--- config.mk ---
export PLATFORM = sky130hd
export DESIGN_NAME = ctc_bridge
export DESIGN_NICKNAME = d
export VERILOG_FILES = /design/src/common/ctc_pkg.sv /design/src/verilog/ctc_route.sv /design/src/verilog/ctc_addr_build.sv /design/src/verilog/ctc_bridge.sv
export VERILOG_INCLUDE_DIRS = /design/src /design/src/common
export SDC_FILE = /design/constraint.sdc
export NUM_CORES = 1
export LEC_CHECK = 0
export ABC_AREA = 1
export BUFFER_PORTS_ARGS = -buffer_cell sky130_fd_sc_hd__buf_4
export CELL_PAD_IN_SITES_DETAIL_PLACEMENT = 0
export CELL_PAD_IN_SITES_GLOBAL_PLACEMENT = 1
export CORE_MARGIN = 4
export CORE_UTILIZATION = 29
export DETAILED_ROUTE_END_ITERATION = 6
export PLACE_DENSITY = 0.8
export RECOVER_POWER = 50
export SLEW_MARGIN = 20
export SYNTH_ARGS = -nofsm -noshare
export SYNTH_HDL_FRONTEND = slang
export SYNTH_SLANG_ARGS = --single-unit
export TNS_END_PERCENT = 1
--- constraint.sdc ---
create_clock -name clk -period 3.8 [get_ports clk]
set_clock_uncertainty 0.05 [all_clocks]
set_input_delay 1.14 -clock clk [delete_from_list [all_inputs] [get_ports clk]]
set_output_delay 1.14 -clock clk [all_outputs]
set_load 0.005 [all_outputs]
--- src/common/ctc_defines.svh ---
// Constants for the Type 1 configuration decode and conversion block
`ifndef CTC_DEFINES_SVH
`define CTC_DEFINES_SVH

// Bus commands for configuration cycles
`define CTC_CMD_CFG_RD  4'hA
`define CTC_CMD_CFG_WR  4'hB

// Low address bit codes
`define CTC_AD_TYPE1    2'h1
`define CTC_AD_TYPE0    2'h0

// Express address field positions
`define CTC_X_BUS_MSB   31
`define CTC_X_BUS_LSB   24
`define CTC_X_DEV_MSB   23
`define CTC_X_DEV_LSB   19
`define CTC_X_FN_MSB    18
`define CTC_X_FN_LSB    16
`define CTC_X_EXT_MSB   11
`define CTC_X_EXT_LSB   8

// Parallel bus Type 1 address field positions
`define CTC_P_BUS_MSB   23
`define CTC_P_BUS_LSB   16
`define CTC_P_DEV_MSB   15
`define CTC_P_DEV_LSB   11
`define CTC_P_FN_MSB    10
`define CTC_P_FN_LSB    8

// Shared register number field
`define CTC_REG_MSB     7
`define CTC_REG_LSB     2

// Reset values and fill patterns
`define CTC_ALL_ONES    32'hFFFF_FFFF
`define CTC_RST_WORD    32'h0000_0000

`endif

--- src/common/ctc_pkg.sv ---
// Types for the Type 1 configuration decode and conversion block
package ctc_pkg;

	// Answer status returned to the primary requester
	typedef enum logic [1:0] {
		CTC_STS_SC      = 2'h0,
		CTC_STS_UR      = 2'h1,
		CTC_STS_NOCLAIM = 2'h2,
		CTC_STS_TA      = 2'h3
	} ctc_sts_t;

	// Routing decision for one request
	typedef enum logic [1:0] {
		CTC_K_T0  = 2'h0,
		CTC_K_T1  = 2'h1,
		CTC_K_BAD = 2'h2
	} ctc_kind_t;

	// Request sequencer, Gray along idle, issue, wait
	typedef enum logic [1:0] {
		CTC_ST_IDLE  = 2'h0,
		CTC_ST_ISSUE = 2'h1,
		CTC_ST_WAIT  = 2'h3
	} ctc_state_t;

endpackage : ctc_pkg

--- src/verilog/ctc_route.sv ---
// Field extraction and routing decision for a primary Type 1 request
`timescale 1ns/1ps
`default_nettype none
`include "ctc_defines.svh"

module ctc_route
	import ctc_pkg::*;
(
	input  wire logic        reverse,
	input  wire logic [3:0]  cmd,
	input  wire logic [31:0] addr,
	input  wire logic [7:0]  sec_bus,
	input  wire logic [7:0]  sub_bus,
	output ctc_kind_t        kind,
	output logic [7:0]       f_bus,
	output logic [4:0]       f_dev,
	output logic [2:0]       f_fn,
	output logic [5:0]       f_reg,
	output logic             accept,
	output ctc_sts_t         rej_sts,
	output logic             rej_ma,
	output logic             rej_invalid
);

	// Bus range test shared by both directions
	function automatic ctc_kind_t classify(input logic [7:0] bus,
		input logic [7:0] sec, input logic [7:0] sub);
		if (bus == sec) begin
			classify = CTC_K_T0; // [RULE2]
		end else if ((bus > sec) && (bus <= sub)) begin
			classify = CTC_K_T1; // [RULE3]
		end else begin
			classify = CTC_K_BAD; // [RULE4]
		end
	endfunction : classify

	logic [3:0] f_ext;
	logic       fmt_ok;

	// Field positions differ by primary side
	always_comb begin
		f_reg = addr[`CTC_REG_MSB:`CTC_REG_LSB];
		if (reverse) begin
			f_bus = addr[`CTC_P_BUS_MSB:`CTC_P_BUS_LSB];
			f_dev = addr[`CTC_P_DEV_MSB:`CTC_P_DEV_LSB];
			f_fn  = addr[`CTC_P_FN_MSB:`CTC_P_FN_LSB];
			f_ext = 4'h0;
		end else begin
			f_bus = addr[`CTC_X_BUS_MSB:`CTC_X_BUS_LSB];
			f_dev = addr[`CTC_X_DEV_MSB:`CTC_X_DEV_LSB];
			f_fn  = addr[`CTC_X_FN_MSB:`CTC_X_FN_LSB];
			f_ext = addr[`CTC_X_EXT_MSB:`CTC_X_EXT_LSB];
		end
		kind = classify(f_bus, sec_bus, sub_bus);
	end

	// Parallel side claims only well formed config cycles
	assign fmt_ok = (addr[1:0] == `CTC_AD_TYPE1) &&
		((cmd == `CTC_CMD_CFG_RD) || (cmd == `CTC_CMD_CFG_WR)); // [RULE12]

	// Reject reasons; first match decides the answer
	always_comb begin
		accept      = 1'b0;
		rej_sts     = CTC_STS_SC;
		rej_ma      = 1'b0;
		rej_invalid = 1'b0;
		if (reverse) begin
			if (!fmt_ok) begin
				rej_sts = CTC_STS_NOCLAIM; // [RULE12]
			end else if (kind == CTC_K_BAD) begin
				rej_sts     = CTC_STS_NOCLAIM; // [RULE5]
				rej_invalid = 1'b1;
			end else if ((kind == CTC_K_T0) && (f_dev != 5'h0)) begin
				rej_sts = CTC_STS_NOCLAIM; // [RULE13]
			end else begin
				accept = 1'b1;
			end
		end else begin
			if (kind == CTC_K_BAD) begin
				rej_sts = CTC_STS_UR; // [RULE4]
			end else if (f_ext != 4'h0) begin
				rej_sts = CTC_STS_UR; // [RULE10]
				rej_ma  = 1'b1;
			end else if ((kind == CTC_K_T0) && f_dev[4]) begin
				// Only sixteen select lines exist above bit 15
				rej_sts = CTC_STS_UR;
				rej_ma  = 1'b1;
			end else begin
				accept = 1'b1;
			end
		end
	end

endmodule : ctc_route
`default_nettype wire

--- src/verilog/ctc_addr_build.sv ---
// Builds the secondary side configuration address
`timescale 1ns/1ps
`default_nettype none
`include "ctc_defines.svh"

module ctc_addr_build
	import ctc_pkg::*;
(
	input  wire logic        reverse,
	input  wire ctc_kind_t   kind,
	input  wire logic [7:0]  f_bus,
	input  wire logic [4:0]  f_dev,
	input  wire logic [2:0]  f_fn,
	input  wire logic [5:0]  f_reg,
	output logic [31:0]      out_addr
);

	logic [15:0] idsel;

	// One select line per device number 0 to 15; the top device bit is ignored
	always_comb begin
		idsel = 16'h0000;
		idsel[f_dev[3:0]] = 1'b1; // [RULE9]
	end

	// Layout depends on direction and target type
	always_comb begin
		if (!reverse && (kind == CTC_K_T0)) begin
			out_addr = {idsel, 5'h00, f_fn, f_reg, `CTC_AD_TYPE0}; // [RULE8]
		end else if (!reverse) begin
			out_addr = {8'h00, f_bus, f_dev, f_fn, f_reg,
				`CTC_AD_TYPE1}; // [RULE16]
		end else if (kind == CTC_K_T0) begin
			out_addr = {f_bus, 5'h00, f_fn, 8'h00, f_reg,
				2'h0}; // [RULE14]
		end else begin
			out_addr = {f_bus, f_dev, f_fn, 8'h00, f_reg,
				2'h0}; // [RULE15]
		end
	end

endmodule : ctc_addr_build
`default_nettype wire

--- src/verilog/ctc_bridge.sv ---
// Type 1 configuration decode, conversion and forwarding engine
//
// Functional notes
// [RULE1] Never produce special cycles from Type 1
// [RULE2] Bus equals secondary: send as Type 0
// [RULE3] Bus inside range above secondary: send Type 1
// [RULE4] Out of range invalid; Express primary answers UR
// [RULE5] Parallel primary leaves invalid request unclaimed
// [RULE6] Later requests get abort or all-ones data
// [RULE7] Type 0 only downstream, only on secondary
// [RULE8] Forward Type 0 low address field layout
// [RULE9] Forward Type 0 device as single select bit
// [RULE10] Nonzero extended address: UR plus master abort
// [RULE11] Every forwarded request waits for its completion
// [RULE12] Reverse claim needs 01b and config command
// [RULE13] Reverse Type 0 needs device number zero
// [RULE14] Reverse Type 0 Express header field layout
// [RULE15] Reverse Type 1 copies fields, clears extended
// [RULE16] Forward Type 1: 01b low, zero top byte
// [RULE17] Secondary completion returns to primary requester
`timescale 1ns/1ps
`default_nettype none
`include "ctc_defines.svh"

module ctc_bridge
	import ctc_pkg::*;
(
	input  wire logic        clk,
	input  wire logic        reset,
	input  wire logic        ce,
	input  wire logic        reverse_mode,
	input  wire logic [7:0]  sec_bus_num,
	input  wire logic [7:0]  sub_bus_num,
	input  wire logic        abort_reply_sel,
	input  wire logic        req_valid,
	output logic             req_ready,
	input  wire logic        req_write,
	input  wire logic [3:0]  req_cmd,
	input  wire logic [31:0] req_addr,
	input  wire logic [31:0] req_wdata,
	input  wire logic [3:0]  req_be,
	output logic             rsp_valid,
	output ctc_sts_t         rsp_status,
	output logic [31:0]      rsp_rdata,
	output logic             sec_valid,
	input  wire logic        sec_ready,
	output logic             sec_type1,
	output logic             sec_write,
	output logic [31:0]      sec_addr,
	output logic [31:0]      sec_wdata,
	output logic [3:0]       sec_be,
	input  wire logic        cpl_valid,
	input  wire ctc_sts_t    cpl_status,
	input  wire logic [31:0] cpl_rdata,
	output logic             ma_rcvd
);

	// Decode results for the request on the primary port
	ctc_kind_t   kind;
	logic [7:0]  f_bus;
	logic [4:0]  f_dev;
	logic [2:0]  f_fn;
	logic [5:0]  f_reg;
	logic        accept;
	ctc_sts_t    rej_sts;
	logic        rej_ma;
	logic        rej_invalid;
	logic [31:0] built_addr;

	// Sequencer and registered outputs
	ctc_state_t  st_r;
	ctc_state_t  st_nxt;
	logic        req_ready_r;
	logic        rsp_valid_r;
	logic        rsp_nxt;
	ctc_sts_t    rsp_status_r;
	logic [31:0] rsp_rdata_r;
	logic        sec_valid_r;
	logic        sec_type1_r;
	logic        sec_write_r;
	logic [31:0] sec_addr_r;
	logic [31:0] sec_wdata_r;
	logic [3:0]  sec_be_r;
	logic        ma_rcvd_r;
	logic        abort_pend_r;
	logic        abort_pend_nxt;

	// Handshake terms
	logic        take;
	logic        use_pend;
	logic        issue_done;
	logic        cpl_take;

	// Decoder sees the live request; its result is used only at take
	ctc_route u_route (
		.reverse     (reverse_mode),
		.cmd         (req_cmd),
		.addr        (req_addr),
		.sec_bus     (sec_bus_num),
		.sub_bus     (sub_bus_num),
		.kind        (kind),
		.f_bus       (f_bus),
		.f_dev       (f_dev),
		.f_fn        (f_fn),
		.f_reg       (f_reg),
		.accept      (accept),
		.rej_sts     (rej_sts),
		.rej_ma      (rej_ma),
		.rej_invalid (rej_invalid)
	);

	// Address for the secondary side
	ctc_addr_build u_addr (
		.reverse  (reverse_mode),
		.kind     (kind),
		.f_bus    (f_bus),
		.f_dev    (f_dev),
		.f_fn     (f_fn),
		.f_reg    (f_reg),
		.out_addr (built_addr)
	);

	// A request is taken only while ready is shown
	assign take       = ce && req_valid && req_ready_r;
	// A pending abort answer consumes the next request itself
	assign use_pend   = take && abort_pend_r;
	assign issue_done = sec_valid_r && sec_ready;
	assign cpl_take   = (st_r == CTC_ST_WAIT) && cpl_valid;

	// Next state; rejected or pre-answered requests never leave idle
	always_comb begin
		st_nxt  = st_r;
		rsp_nxt = 1'b0;
		unique case (st_r)
			CTC_ST_IDLE: begin
				if (take && !use_pend && accept) begin
					st_nxt = CTC_ST_ISSUE;
				end else if (take) begin
					rsp_nxt = 1'b1;
				end
			end
			CTC_ST_ISSUE: begin
				if (issue_done) begin
					st_nxt = CTC_ST_WAIT; // [RULE11]
				end
			end
			CTC_ST_WAIT: begin
				if (cpl_valid) begin
					st_nxt  = CTC_ST_IDLE; // [RULE11]
					rsp_nxt = 1'b1;
				end
			end
			default: begin
				st_nxt = CTC_ST_IDLE;
			end
		endcase
	end

	// State register
	always_ff @(posedge clk) begin
		if (reset) begin
			st_r <= CTC_ST_IDLE;
		end else if (ce) begin
			st_r <= st_nxt;
		end
	end

	// Ready returns one cycle after the answer pulse
	always_ff @(posedge clk) begin
		if (reset) begin
			req_ready_r <= 1'b0;
		end else if (ce) begin
			req_ready_r <= (st_nxt == CTC_ST_IDLE) && !rsp_nxt && !take;
		end
	end

	// Invalid parallel side request arms the abort answer
	always_comb begin
		abort_pend_nxt = abort_pend_r;
		if (use_pend) begin
			abort_pend_nxt = 1'b0;
		end
		// Consuming wins over arming
		if (take && !use_pend && reverse_mode && rej_invalid) begin
			abort_pend_nxt = 1'b1; // [RULE6]
		end
	end

	always_ff @(posedge clk) begin
		if (reset) begin
			abort_pend_r <= 1'b0;
		end else if (ce) begin
			abort_pend_r <= abort_pend_nxt;
		end
	end

	// Answer pulse to the primary requester
	always_ff @(posedge clk) begin
		if (reset) begin
			rsp_valid_r <= 1'b0;
		end else if (ce) begin
			rsp_valid_r <= rsp_nxt;
		end
	end

	// Answer status and data
	always_ff @(posedge clk) begin
		if (reset) begin
			rsp_status_r <= CTC_STS_SC;
			rsp_rdata_r  <= `CTC_RST_WORD;
		end else if (ce) begin
			if (use_pend) begin
				if (abort_reply_sel) begin
					rsp_status_r <= CTC_STS_TA; // [RULE6]
					rsp_rdata_r  <= `CTC_RST_WORD;
				end else begin
					rsp_status_r <= CTC_STS_SC; // [RULE6]
					rsp_rdata_r  <= `CTC_ALL_ONES;
				end
			end else if (take && !accept) begin
				// Unclaimed reads float high on the parallel side
				rsp_status_r <= rej_sts; // [RULE4] [RULE5]
				rsp_rdata_r  <= `CTC_ALL_ONES;
			end else if (cpl_take) begin
				rsp_status_r <= cpl_status; // [RULE17]
				rsp_rdata_r  <= cpl_rdata; // [RULE17]
			end
		end
	end

	// Master abort seen on the parallel bus for a blocked request
	always_ff @(posedge clk) begin
		if (reset) begin
			ma_rcvd_r <= 1'b0;
		end else if (ce) begin
			ma_rcvd_r <= take && !use_pend && !reverse_mode &&
				rej_ma; // [RULE10]
		end
	end

	// Secondary request valid holds until the far side accepts
	always_ff @(posedge clk) begin
		if (reset) begin
			sec_valid_r <= 1'b0;
		end else if (ce) begin
			if (take && !use_pend && accept) begin
				sec_valid_r <= 1'b1; // [RULE7]
			end else if (issue_done) begin
				sec_valid_r <= 1'b0;
			end
		end
	end

	// Secondary request contents, latched once at take
	always_ff @(posedge clk) begin
		if (reset) begin
			sec_type1_r <= 1'b0;
			sec_write_r <= 1'b0;
			sec_addr_r  <= `CTC_RST_WORD;
			sec_wdata_r <= `CTC_RST_WORD;
			sec_be_r    <= 4'h0;
		end else if (ce && take && !use_pend && accept) begin
			// Type 0 only for the bus right below us
			sec_type1_r <= (kind == CTC_K_T1); // [RULE2] [RULE3] [RULE7]
			// Only config read or write leaves here, never special
			sec_write_r <= req_write; // [RULE1]
			sec_addr_r  <= built_addr;
			sec_wdata_r <= req_wdata;
			sec_be_r    <= req_be;
		end
	end

	// Outputs come straight from flops
	assign req_ready  = req_ready_r;
	assign rsp_valid  = rsp_valid_r;
	assign rsp_status = rsp_status_r;
	assign rsp_rdata  = rsp_rdata_r;
	assign sec_valid  = sec_valid_r;
	assign sec_type1  = sec_type1_r;
	assign sec_write  = sec_write_r;
	assign sec_addr   = sec_addr_r;
	assign sec_wdata  = sec_wdata_r;
	assign sec_be     = sec_be_r;
	assign ma_rcvd    = ma_rcvd_r;

endmodule : ctc_bridge
`default_nettype wire

* Yosys cells after proc, flatten, opt, wreduce, memory -nomap -nowiden
Index checks and enable logic that the tools add are counted.
Storage, ports and cells: input bits 131, output and inout port bits 108, flip-flop bits (word level) 111, logic and storage cells 117
Cells by class: multiplexer cells 52, equal/unequal tests 8, $lt $le $gt $ge 4, reductions and logical operators 40
Operators with widths (count):
- $mux W32 | 6
- $mux W2 | 15
- $mux W24 | 1
- $logic_and A1 B1 Y1 | 23
- $mux W1 | 23
- $eq A4 B4 Y1 const B | 2
- $eq A8 B8 Y1 | 1
- $gt A8 B8 Y1 | 1
- $le A8 B8 Y1 | 1
- $mux W8 | 1
- $eq A2 B1 Y1 const B | 3
- $logic_not A2 Y1 | 3
- $pmux W2 S3 | 1
- $reduce_and A2 Y1 | 3
- $logic_not A1 Y1 | 5
- $lt A4 B5 Y1 const B | 1
- $mux W5 | 1
- $reduce_bool A5 Y1 | 1
- $demux W1 S4 | 1
- $eq A2 B2 Y1 const B | 2
- $ge A4 B1 Y1 const B | 1
- $mux W4 | 1
- $reduce_bool A2 Y1 | 2
- $reduce_bool A4 Y1 | 1
- other kinds (4) | 4

* Logic depth before layout (Yosys ltp)
Gate-level depths: netlist of the first run.
depth after elaboration 17, depth in mapped cells 23, depth with buffers taken out 21

* Hierarchy
Synthesis of the first run repeated with hierarchy kept, for this count alone.
Unflattened totals: cell total of the unflattened synthesis 823, area total of the unflattened synthesis 5765.5 µm²
By module, submodules not included:
- ctc_bridge | seq. area each 2222.1 µm², cells each 533, times used 1, area an instance 4337.9 µm²
- ctc_route | seq. area each 0.0 µm², cells each 157, times used 1, area an instance 854.6 µm²
- ctc_addr_build | seq. area each 0.0 µm², cells each 133, times used 1, area an instance 573.0 µm²

* Worst setup path after synthesis of the first run
OpenSTA, ideal clock, no wires.
path kind input port to flip-flop, start in reverse_mode, end reg rsp_rdata_r[25] (netlist: rsp_rdata[25]), slack 160 ps, required time 3612 ps, buffers on the path 3, cell stages on the path 19, arrival 3453 ps, setup time 138 ps, cell sequence inv_2 > buf_4 > clkbuf_1 > a21oi_1 > ha_1 > nand2_1 > nor2_2 > nand2_2 > inv_2 > a21oi_2 > nand2_1 > nand2_1 > o2111ai_4 > nand2_4 > a21oi_4 > inv_2 > buf_4 > nand2_1 > a21oi_2
Between the ends: cells in the longest elaborated chain, start to end 15, elaborated cells on any way between the ends 28, those cells by class order compare (2); eq/ne (2); mux (14); reduce/logical (10)
RTL lines:
- from (decl) | line ctc_bridge.sv:31 | input wire logic reverse_mode,
- $mux W8 | line ctc_route.sv:43 | if (reverse) begin
- $gt A8 B8 Y1 or $le A8 B8 Y1 (tied branches) | line ctc_route.sv:30 | end else if ((bus > sec) && (bus <= sub)) begin
- $logic_and A1 B1 Y1 | line ctc_route.sv:30
- $mux W2 | line ctc_route.sv:30
- $mux W2 | line ctc_route.sv:28 | if (bus == sec) begin
- $logic_not A2 Y1 | line ctc_route.sv:73, ctc_route.sv:84
- $logic_and A1 B1 Y1, on equally long branches | line ctc_route.sv:84, ctc_route.sv:73
- $mux W1, on equally long branches | line ctc_route.sv:84, ctc_route.sv:73
- $mux W1, on equally long branches | line ctc_route.sv:81, ctc_route.sv:70
- $mux W1, on equally long branches | line ctc_route.sv:79, ctc_route.sv:68
- $mux W1 * | line ctc_route.sv:67 | if (reverse) begin
- $logic_not A1 Y1 * | line ctc_bridge.sv:220 | end else if (take && !accept) begin
- $logic_and A1 B1 Y1 * | line ctc_bridge.sv:220
- $reduce_bool A3 Y1 (no line) or $mux W32 (tied branches)
- $reduce_and A2 Y1 (no line) or $mux W32 (tied branches)
- to (signal assigned) | line ctc_bridge.sv:218 | rsp_rdata_r <= `CTC_ALL_ONES;
- to (signal assigned) | line ctc_bridge.sv:223 | rsp_rdata_r <= `CTC_ALL_ONES;
- to (signal assigned) | line ctc_bridge.sv:226 | rsp_rdata_r <= cpl_rdata;
- to (decl) | line ctc_bridge.sv:77 | logic [31:0] rsp_rdata_r;
Mark *: on every way between the ends. The rest lies on a longest branch, timed or not. A chain may end at the register's enable or synchronous reset.

* Final worst setup path of the first run
start in reverse_mode, end reg rsp_status_r[1] (netlist: rsp_status[1])
Between the ends: cells in the longest elaborated chain, start to end 15, elaborated cells on any way between the ends 33, those cells by class order compare (2); eq/ne (2); mux (19); reduce/logical (10)
RTL lines:
- $mux W8 | line ctc_route.sv:43
- $gt A8 B8 Y1 or $le A8 B8 Y1 (tied branches) | line ctc_route.sv:30
- $logic_and A1 B1 Y1 | line ctc_route.sv:30
- $mux W2 | line ctc_route.sv:30
- $mux W2 | line ctc_route.sv:28
- $logic_not A2 Y1 | line ctc_route.sv:73, ctc_route.sv:84
- $logic_and A1 B1 Y1, on equally long branches | line ctc_route.sv:84, ctc_route.sv:73
- $mux W1, on equally long branches | line ctc_route.sv:84, ctc_route.sv:73
- $mux W1, on equally long branches | line ctc_route.sv:81, ctc_route.sv:70
- $mux W1, on equally long branches | line ctc_route.sv:79, ctc_route.sv:68
- $mux W1 | line ctc_route.sv:67
- $logic_not A1 Y1 | line ctc_bridge.sv:220
- $logic_and A1 B1 Y1 | line ctc_bridge.sv:220
- $reduce_bool A3 Y1 (no line) or $mux W2 (tied branches)
- $reduce_and A2 Y1 (no line) or $mux W2 (tied branches)
- to (signal assigned) | line ctc_bridge.sv:222 | rsp_status_r <= rej_sts;
- to (signal assigned) | line ctc_bridge.sv:225 | rsp_status_r <= cpl_status;
- to (decl) | line ctc_bridge.sv:76 | ctc_sts_t rsp_status_r;
Parallel ways exist; a longest one is shown, timed or not.

==> flow_metrics.py, run 1 <==
metrics = {
    "timing": {
        "worst_slack_ps": 323,
        "hold_viol_final": 0,
        "setup_tns_ps": 0,
        "period_needed_ps": 3480,
        "finalCritPeriodShare_pct": 91.5,
        "slew_violations": 0,
        "rsz0062_at_grt": "no",
        "fmax_mhz": 288,
        "setup-violations-final": 0,
    },
    "critical_path": {
        "arrival_ps": 3710,
        "critPathLaunchType": "input port",
        "path_class": "input port to flop",
        "cp-end-kind": "flop",
        "worstPathMaxFanout": 13,
        "critPathRequiredTime_ps": 4040,
    },
    "clocking": {
        "cts.path.max_buffers": 2,
        "cts_setup_buffers": 0,
        "cts_hold_buf": 0,
        "clock-sinks": 110,
        "htree_num_levels": 3,
        "clk_latency_ps": 350,
        "numCtsBuffers": 9,
        "cts_tree": "yes",
        "cts_resized": 0,
        "clk_pin_slew_ps": 80,
        "cts_root_buffer": "clkbuf_16",
    },
    "placement": {
        "pre_cts_slack_ps": 77.2,
        "post-dp-hpwl_mm": 13.3,
        "dpl_cell_area_sq_um": 7410,
        "port_buffers": 236,
        "gp_congestion": 0.840,
    },
    "pwr": {
        "powerDensity_nw_per_um2": 322,
        "leakage_nw": 3.26,
        "fin_total_pwr_mw": 2.43,
        "max-vdd-ir-drop_v": 0.000192,
    },
    "global_route": {
        "track_usage_pct": 16.2,
        "grt_max_degree": 83,
        "antenna_found_initial": 0,
        "grt_first_pass_wirelength_mm": 26.6,
        "grt_overflow_total": 0,
        "first_global_vias": 5010,
    },
    "drt": {
        "drt_pre_antenna_iters": 4,
        "wl_mm": 17.8,
        "ant_nets": 0,
        "avgViaCountPerCell": 4.56,
        "drc_errors": 0,
        "wl_per_cell_um": 14.6,
        "vias": 5560,
        "drtIter0Drc": 247,
    },
    "floorplanning": {
        "core.rowCount": 49,
        "core_area_sq_um": 18000,
        "fp.dieW_um": 143,
        "die_y_um": 143,
        "die_area_sq_um": 20600,
        "io_pins": 239,
        "initial_core_util_pct": 29.5,
    },
    "cells_and_area": {
        "area_growth_syn_to_layout_pct": 41.7,
        "nets": 1135,
        "fill_cells": 1956,
        "fin_util_pct": 41.8,
        "drive_gt1_share_pct": 27.9,
        "ff_latch_area_sq_um": 2200,
        "antennaDiodeCount": 0,
        "multiInputGateArea_sq_um": 2720,
        "design_area_sq_um": 7540,
    },
    "run_status": {
        "outcome": "finished, final reports clean",
    },
    "logic_synthesis": {
        "synth-seq-cells": 110,
        "synth_area_leaders": "dfxtp_1 (41%), nand2_1 (18%), a21oi_1 (13%)",
        "synth_area_leader_cell": "dfxtp_1",
        "seq_area_frac_synth_pct": 41.4,
        "synth_top_area_share_pct": 41.4,
        "syn_area_sq_um": 5320,
        "avgSynthCellArea_sq_um": 7.02,
        "synthFlopType": "dfxtp_1",
        "synth_common_cells": "nand2_1 (249), a21oi_1 (140), dfxtp_1 (110)",
        "synth_nets": 909,
        "ys_async_sr_fraction_pct": 0,
        "ys_warn_count": 0,
        "yosysMostFrequentCell": "nand2_1",
        "synth_cells": 758,
        "synth_edf_count": 0,
        "synth_cell_types": 31,
    },
    "worst_hold_path": {
        "hp-class": "flop to flop",
    },
    "run": {
        "drv_cap": 0,
    },
}
## sequential cells by signal (all words and copies together) (netlist names)
name / flops
req_ready: 1
abort_pend_r: 1
st_r: 2
sec_be: 4
sec_wdata: 32
sec_type1: 1
sec_valid: 1
rsp_valid: 1
sec_write: 1
ma_rcvd: 1
rsp_status: 2
sec_addr: 31
rsp_rdata: 32
## critical path: stages
cell and delay, ps:
buf_4 140, inv_2 100, nand2_1 110, nand2_1 80, ha_1 300, nand2_1 70
nor2_1 290, nand3_2 150, nand2_1 110, a21oi_2 60, o2111ai_4 330, nand2_4 80
a21oi_4 170, buf_4 260, nand2_1 70, o21a_1 170, nor2_1 70
## cells in the final DEF (no fill, tap or decap), types with 3 or more instances in the layout
cell type and n:
inv_6 3, nand4_1 5, buf_4 147, inv_1 43, clkbuf_4 67, nand2_2 15
clkbuf_16 9, a21oi_2 12, nor2_2 5, inv_2 4, o21ai_0 20, clkbuf_1 41
nand2_1 249, buf_12 6, nor3_1 4, ha_1 20, dfxtp_1 110, nand3_1 11
a31oi_1 13, a21oi_1 140, nor2_1 48
## report_power, final
group	total [mW]	switching [mW]	internal, mW
Sequential	1.17	0.00794	1.16
Combinational	0.346	0.176	0.170
Clock	0.912	0.454	0.458
## final cells by class
cell class,instances,share of cell area (%)
Clock buffer,10,3.04
Clock inverter,6,0.680
Inverter,47,2.34
Multi-Input combinational cell,556,36.0
Sequential cell,110,29.2
Tap cell,229,3.80
Timing Repair Buffer,260,24.9
## through the flow
stage	cells	hold slack [ps]
3_5_place_dp	1202	402
6_report	1218	409
5_1_grt	1218	428
3_3_place_gp	1202	398
2_1_floorplan	758	406
4_1_cts	1218	415
## cell families (layout without fill, tap and decap cells)
family                   Yosys count  in the layout  share of synthesized area [%]
AND/OR/NAND/NOR                  341            341                           25.9
AO/OA/AOI/OAI                    194            194                           20.4
flip-flops                       110            110                           41.4
buffers and inverters             92            323                           7.62
adder cells (fa/ha/maj)           20             20                           4.70
other                              1              1                         0.0705
## final timing paths
check | from | end | slack, ps | depth (start not counted)
worst max-delay path | reverse_mode | rsp_status[1]$_SDFFE_PP0P_ | 320 | 17
worst min-delay path | rsp_rdata[3]$_SDFFE_PP0P_ | rsp_rdata[3]$_SDFFE_PP0P_ | 410 | 2
worst max register to register | req_ready$_SDFFE_PP0P_ | req_ready$_SDFFE_PP0P_ | 1750 | 9
worst min register to register | rsp_rdata[3]$_SDFFE_PP0P_ | rsp_rdata[3]$_SDFFE_PP0P_ | 410 | 2
## metal layers
| metal | track usage [%] | wire length (um) | vias to the layer above |
|---|---|---|---|
| li1 | - | - | 2921 |
| met1 | 21.3 | 7900 | 2440 |
| met2 | 25.8 | 8030 | 182 |
| met3 | 5.46 | 1590 | 17 |
| met4 | 4.11 | 253 | 0 |
| met5 | 0 | 0 | - |
(Power assumes the default switching activity.)
==> run 2, diff against run 1 <==
--- a/config.mk
+++ b/config.mk
@@ -13,7 +13,7 @@
 export CORE_MARGIN = 4
 export CORE_UTILIZATION = 29
 export DETAILED_ROUTE_END_ITERATION = 6
-export PLACE_DENSITY = 0.8
+export PLACE_DENSITY = 0.75
 export RECOVER_POWER = 50
 export SLEW_MARGIN = 20
 export SYNTH_ARGS = -nofsm -noshare
==> run 2 against run 1 <==
Against the previous run: core utilization increased by 0.13 points; design area up 0.32%; largest power group unchanged; largest cell class unchanged; maximum frequency increased by 1.8%; non-clock buffer count rose by 1; setup slack better by 61 ps; flip-flop and latch count is the same; highest routed layer unchanged.
==> flow_metrics.py, run 2 (synthesis gave the netlist of run 1 again) <==
metrics = {
    "run_status": {
        "outcome": "finished, final reports clean",
    },
    "timing": {
        "setup-violations-final": 0,
        "slew_violations": 0,
        "setup_tns_ps": 0,
        "hold_viol_final": 0,
        "period_needed_ps": 3420,
        "fmax_mhz": 293,
        "finalCritPeriodShare_pct": 89.9,
        "rsz0062_at_grt": "no",
        "worst-slew-pin-transition_ps": 511,
        "slew_headroom_pct": 66.0,
    },
    "global_route": {
        "antenna_found_initial": 0,
        "grt_first_pass_wirelength_mm": 27.7,
        "track_usage_pct": 17.0,
        "first_global_vias": 5266,
        "grt_max_degree": 94,
        "grt_overflow_total": 0,
    },
    "floorplanning": {
        "die_y_um": 143,
        "io_pins": 239,
        "initial_core_util_pct": 29.5,
        "core.rowCount": 49,
        "die_area_sq_um": 20600,
        "fp.dieW_um": 143,
        "core_area_sq_um": 18000,
    },
    "clocking": {
        "numCtsBuffers": 9,
        "clk_latency_ps": 350,
        "cts_setup_buffers": 0,
        "htree_num_levels": 3,
        "cts_resized": 0,
        "clock-sinks": 110,
        "cts_root_buffer": "clkbuf_16",
        "cts_tree": "yes",
        "cts_hold_buf": 0,
        "clk_pin_slew_ps": 80,
        "cts.path.max_buffers": 2,
    },
    "placement": {
        "port_buffers": 236,
        "dpl_cell_area_sq_um": 7410,
        "gp_congestion": 0.839,
        "post-dp-hpwl_mm": 13.6,
    },
    "drt": {
        "drt_pre_antenna_iters": 4,
        "wl_mm": 18.2,
        "drtIter0Drc": 199,
        "ant_nets": 0,
        "wl_per_cell_um": 14.9,
        "avgViaCountPerCell": 4.63,
        "vias": 5639,
        "drc_errors": 0,
    },
    "run": {
        "drv_cap": 0,
    },
    "cells_and_area": {
        "fill_cells": 1956,
        "nets": 1136,
        "final_common_cell": "nand2_1",
        "antennaDiodeCount": 0,
        "area_growth_syn_to_layout_pct": 42.1,
        "drive_gt1_share_pct": 28.4,
        "design_area_sq_um": 7560,
        "final_cell_mix": "nand2_1 (249), buf_4 (149), a21oi_1 (140), dfxtp_1 (110), clkbuf_4 (70)",
    },
    "critical_path": {
        "critPathRequiredTime_ps": 4030,
        "worstPathMaxFanout": 19,
        "critPathLaunchType": "input port",
        "arrival_ps": 3640,
        "path_class": "input port to flop",
        "cp-end-kind": "flop",
    },
    "worst_hold_path": {
        "hp-class": "flop to flop",
    },
    "pwr": {
        "max-vdd-ir-drop_v": 0.000222,
        "leakage_nw": 3.27,
        "fin_total_pwr_mw": 2.48,
        "powerDensity_nw_per_um2": 327,
    },
}
-- run 2: cell types whose count changed in the layout (fill, tap and decap cells not counted), sizes merged --
| cell | change |
|---|---|
| clkbuf | -1 |
| inv | +1 |
| buf | +1 |
| clkinvlp | +1 |
| clkinv | -1 |
-- run 2: through the flow --
| stage | setup slack (ps) | hold WS [ps] | cells | util (%) |
|---|---|---|---|---|
| floorplan | 160 | 406 | 758 | - |
| global placement | 74.9 | 399 | 1203 | 41.1 |
| detailed placement | 78.3 | 404 | 1203 | 41.1 |
| CTS | 453 | 416 | 1219 | 42.7 |
| global route | 134 | 430 | 1219 | 42.0 |
| finish | 384 | 412 | 1219 | 42.0 |
-- run 2: path summary, 6_finish.rpt --
| check | start | endpoint | slack (ps) | cells after the start |
|---|---|---|---|---|
| max | reverse_mode | rsp_status[0]$_SDFFE_PP0P_ | 380 | 18 |
| min | rsp_rdata[20]$_SDFFE_PP0P_ | rsp_rdata[20]$_SDFFE_PP0P_ | 410 | 2 |
| max reg2reg | req_ready$_SDFFE_PP0P_ | rsp_status[0]$_SDFFE_PP0P_ | 1820 | 9 |
| min reg2reg | rsp_rdata[20]$_SDFFE_PP0P_ | rsp_rdata[20]$_SDFFE_PP0P_ | 410 | 2 |
-- run 2: area by class of cell --
type                       count  area [sq um]  share of cell area, %
tap                          229           287                   3.79
multi-input combinational    556          2720                   35.9
timing repair buffer         261          1880                   24.9
clock buffer                   9           225                   2.98
clock inverter                 7          72.6                  0.959
inverter                      47           176                   2.33
sequential                   110          2200                   29.1
-- run 2: report_power, final --
part           switching, mW  total, mW  internal, mW
clock                  0.489      0.957         0.468
combinational          0.176      0.346         0.170
sequential           0.00783       1.17          1.16
total                  0.673       2.48          1.80
-- run 2: critical path, cell delays in order --
cell and delay, ps:
buf_4 160, inv_2 120, nand2_1 110, nand2_1 80, ha_1 300, nand2_1 70, nor2_1 270, nand2_1 120
a21oi_2 120, nand2_1 100, nand2_1 170, o2111ai_4 170, nand2_4 110, a21oi_4 60, inv_2 160, buf_12 180
nand2_1 60, a21oi_1 130
-- run 2: routing by layer --
| layer | share of wire (%) | vias to the layer above | track usage (%) |
|---|---|---|---|
| met5 | 0 | - | 0 |
| met4 | 1.1 | 0 | 3.77 |
| met3 | 8.5 | 14 | 5.12 |
| met2 | 46 | 181 | 27.8 |
| met1 | 45 | 2518 | 22.1 |
| li1 | - | 2926 | - |
==> run 3, diff against run 2 <==
==> constraint.sdc (replaced) <==
create_clock -name clk -period 3.8 [get_ports clk]
set_clock_uncertainty 0.05 [all_clocks]
set_input_delay 0.38 -clock clk [delete_from_list [all_inputs] [get_ports clk]]
set_output_delay 0.38 -clock clk [all_outputs]
set_load 0.01 [all_outputs]
==> run 3 against run 2 <==
Against the previous run: design area shrank 5.8%; core utilization decreased by 2.4 points; setup slack improved by 240 ps; largest power group unchanged.
==> flow_metrics.py, run 3 (synthesis gave the netlist of run 1 again) <==
metrics = {
    "global_route": {
        "track_usage_pct": 17.0,
        "grt_overflow_total": 0,
        "first_global_vias": 5187,
        "grt.busiest_layer": "met2",
        "antenna_found_initial": 0,
        "met1_usage_pct": 22.4,
        "grt_first_pass_wirelength_mm": 27.9,
        "grt_util_met3_pct": 5.76,
        "use_met2_pct": 27.2,
        "grt_max_degree": 79,
    },
    "cells_and_area": {
        "drive_gt1_share_pct": 20.1,
        "nets": 1123,
        "antennaDiodeCount": 0,
        "area_growth_syn_to_layout_pct": 33.9,
        "final_cell_mix": "nand2_1 (249), a21oi_1 (140), buf_4 (140), dfxtp_1 (110), clkbuf_1 (109)",
        "final_common_cell": "nand2_1",
    },
    "timing": {
        "fmax_mhz": 315,
        "slew_headroom_pct": 49.9,
        "rsz0062_at_grt": "no",
        "setup_tns_ps": 0,
        "slew_violations": 0,
        "hold_viol_final": 0,
        "worst-slew-pin-transition_ps": 744,
        "period_needed_ps": 3170,
        "setup-violations-final": 0,
        "finalCritPeriodShare_pct": 83.5,
        "whs_ps": 211,
    },
    "pwr": {
        "p_switching_uw": 626,
        "comb_power_share_pct": 14.0,
        "swShare_pct": 26.1,
        "p_int_mw": 1.77,
        "powerDensity_nw_per_um2": 336,
        "leakage_nw": 2.92,
        "clkPwrFrac_pct": 37.0,
        "max-vdd-ir-drop_v": 0.000207,
        "pwr-share-seq_pct": 48.9,
        "fin_total_pwr_mw": 2.40,
    },
    "drt": {
        "drt_pre_antenna_iters": 5,
        "avgViaCountPerCell": 4.58,
        "ant_nets": 0,
        "drtIter0Drc": 225,
        "vias": 5526,
        "wl_per_cell_um": 15.1,
        "wl_mm": 18.2,
        "drc_errors": 0,
    },
    "worst_hold_path": {
        "hold_start": "ce",
        "hp-class": "input port to flop",
    },
    "critical_path": {
        "critPathLaunchType": "input port",
        "cp_slowest_cell": "buf_4",
        "r2r-start": "req_ready$_SDFFE_PP0P_",
        "arrival_ps": 3390,
        "path_class": "input port to flop",
        "critPathRequiredTime_ps": 4020,
        "cp_cell_sequence": "buf_4 > inv_2 > nand2_1 > nand2_1 > ha_1 > nand2_1 > nor2_2 > nand2_2 > inv_1 > a21oi_2 > nand2_1 > nand2_1 > o2111ai_4 > buf_4 > buf_4 > nand2_1 > a21oi_1",
        "crit_start": "reverse_mode",
        "cp_common_cell": "nand2_1",
        "cp_slowest_stage_delay_ps": 390,
        "cp-end-kind": "flop",
        "worstPathMaxFanout": 33,
    },
    "run_status": {
        "outcome": "finished, final reports clean",
    },
    "placement": {
        "gp_congestion": 0.850,
        "port_buffers": 236,
        "post-dp-hpwl_mm": 13.3,
    },
    "clocking": {
        "cts_tree": "yes",
        "htree_num_levels": 3,
        "clk_pin_slew_ps": 70,
        "clock-sinks": 110,
        "numCtsBuffers": 9,
        "clk_latency_ps": 350,
        "cts_setup_buffers": 0,
        "cts_resized": 0,
        "cts_hold_buf": 0,
        "cts_root_buffer": "clkbuf_16",
        "cts.path.max_buffers": 2,
    },
    "floorplanning": {
        "core.rowCount": 49,
        "initial_core_util_pct": 29.5,
        "io_pins": 239,
        "fp.dieW_um": 143,
        "core_area_sq_um": 18000,
        "die_y_um": 143,
        "die_area_sq_um": 20600,
    },
    "run": {
        "drv_cap": 0,
    },
}
-- run 3: changes by cell type in the layout (fill, tap and decap cells not counted), moves of 2 or more --
cell / change
clkbuf_1: +72
clkbuf_4: -70
buf_4: -9
buf_12: -4
clkinv_2: +2
inv_6: -2
inv_8: -2
-- run 3: path summary, 6_finish.rpt --
path                               end  slack (ps)  cells after the start
min reg2reg   sec_addr[8]$_SDFFE_PP0P_         410                      2
max reg2reg  rsp_rdata[8]$_SDFFE_PP0P_        1400                      9
min             rsp_valid$_SDFFE_PP0P_         210                      2
max          sec_wdata[8]$_SDFFE_PP0P_         630                     17
-- run 3: critical path, delay by kind of cell --
family | cells | cell delay, ps
buffers and inverters | 5 | 1340
and+or+nand+nor | 8 | 1000
AOI/OAI and AO/OA | 3 | 350
adders and majority gates | 1 | 300
-- run 3: final cells by class --
type | instances | area, sq um
clock buffer | 11 | 233
clock inverter | 5 | 35.0
fill | 1990 | 10900
inverter | 47 | 176
multi-input combinational | 556 | 2720
sequential | 110 | 2200
tap | 229 | 287
timing repair buffer | 248 | 1470
-- run 3: power groups by stage --
stage                     Combinational (mW)  Clock [mW]  Sequential (mW)
after global placement                 0.347           0             1.20
final                                  0.336       0.887             1.17
after floorplan                        0.172           0             1.20
after CTS                              0.348       0.926             1.17
after detailed placement               0.346           0             1.20
after global routing                   0.380       0.965             1.17
-- run 3: routing by layer --
layer / up-vias / wire, um / part of all wire (%)
li1: 2904 / - / -
met1: 2437 / 8220 / 45
met2: 172 / 8170 / 45
met3: 13 / 1570 / 8.6
met4: 0 / 218 / 1.2
met5: - / 0 / 0
-- run 3: stage by stage --
step                      instances  worst slack (ps)  util (%)  cell area (sq um)
after floorplan                 758               919         -               5320
after global placement         1190               376      40.3               7260
after detailed placement       1190               353      40.3               7260
after CTS                      1206               717      41.8               7530
after global routing           1206               301      39.5               7130
final                          1206               628      39.5               7130
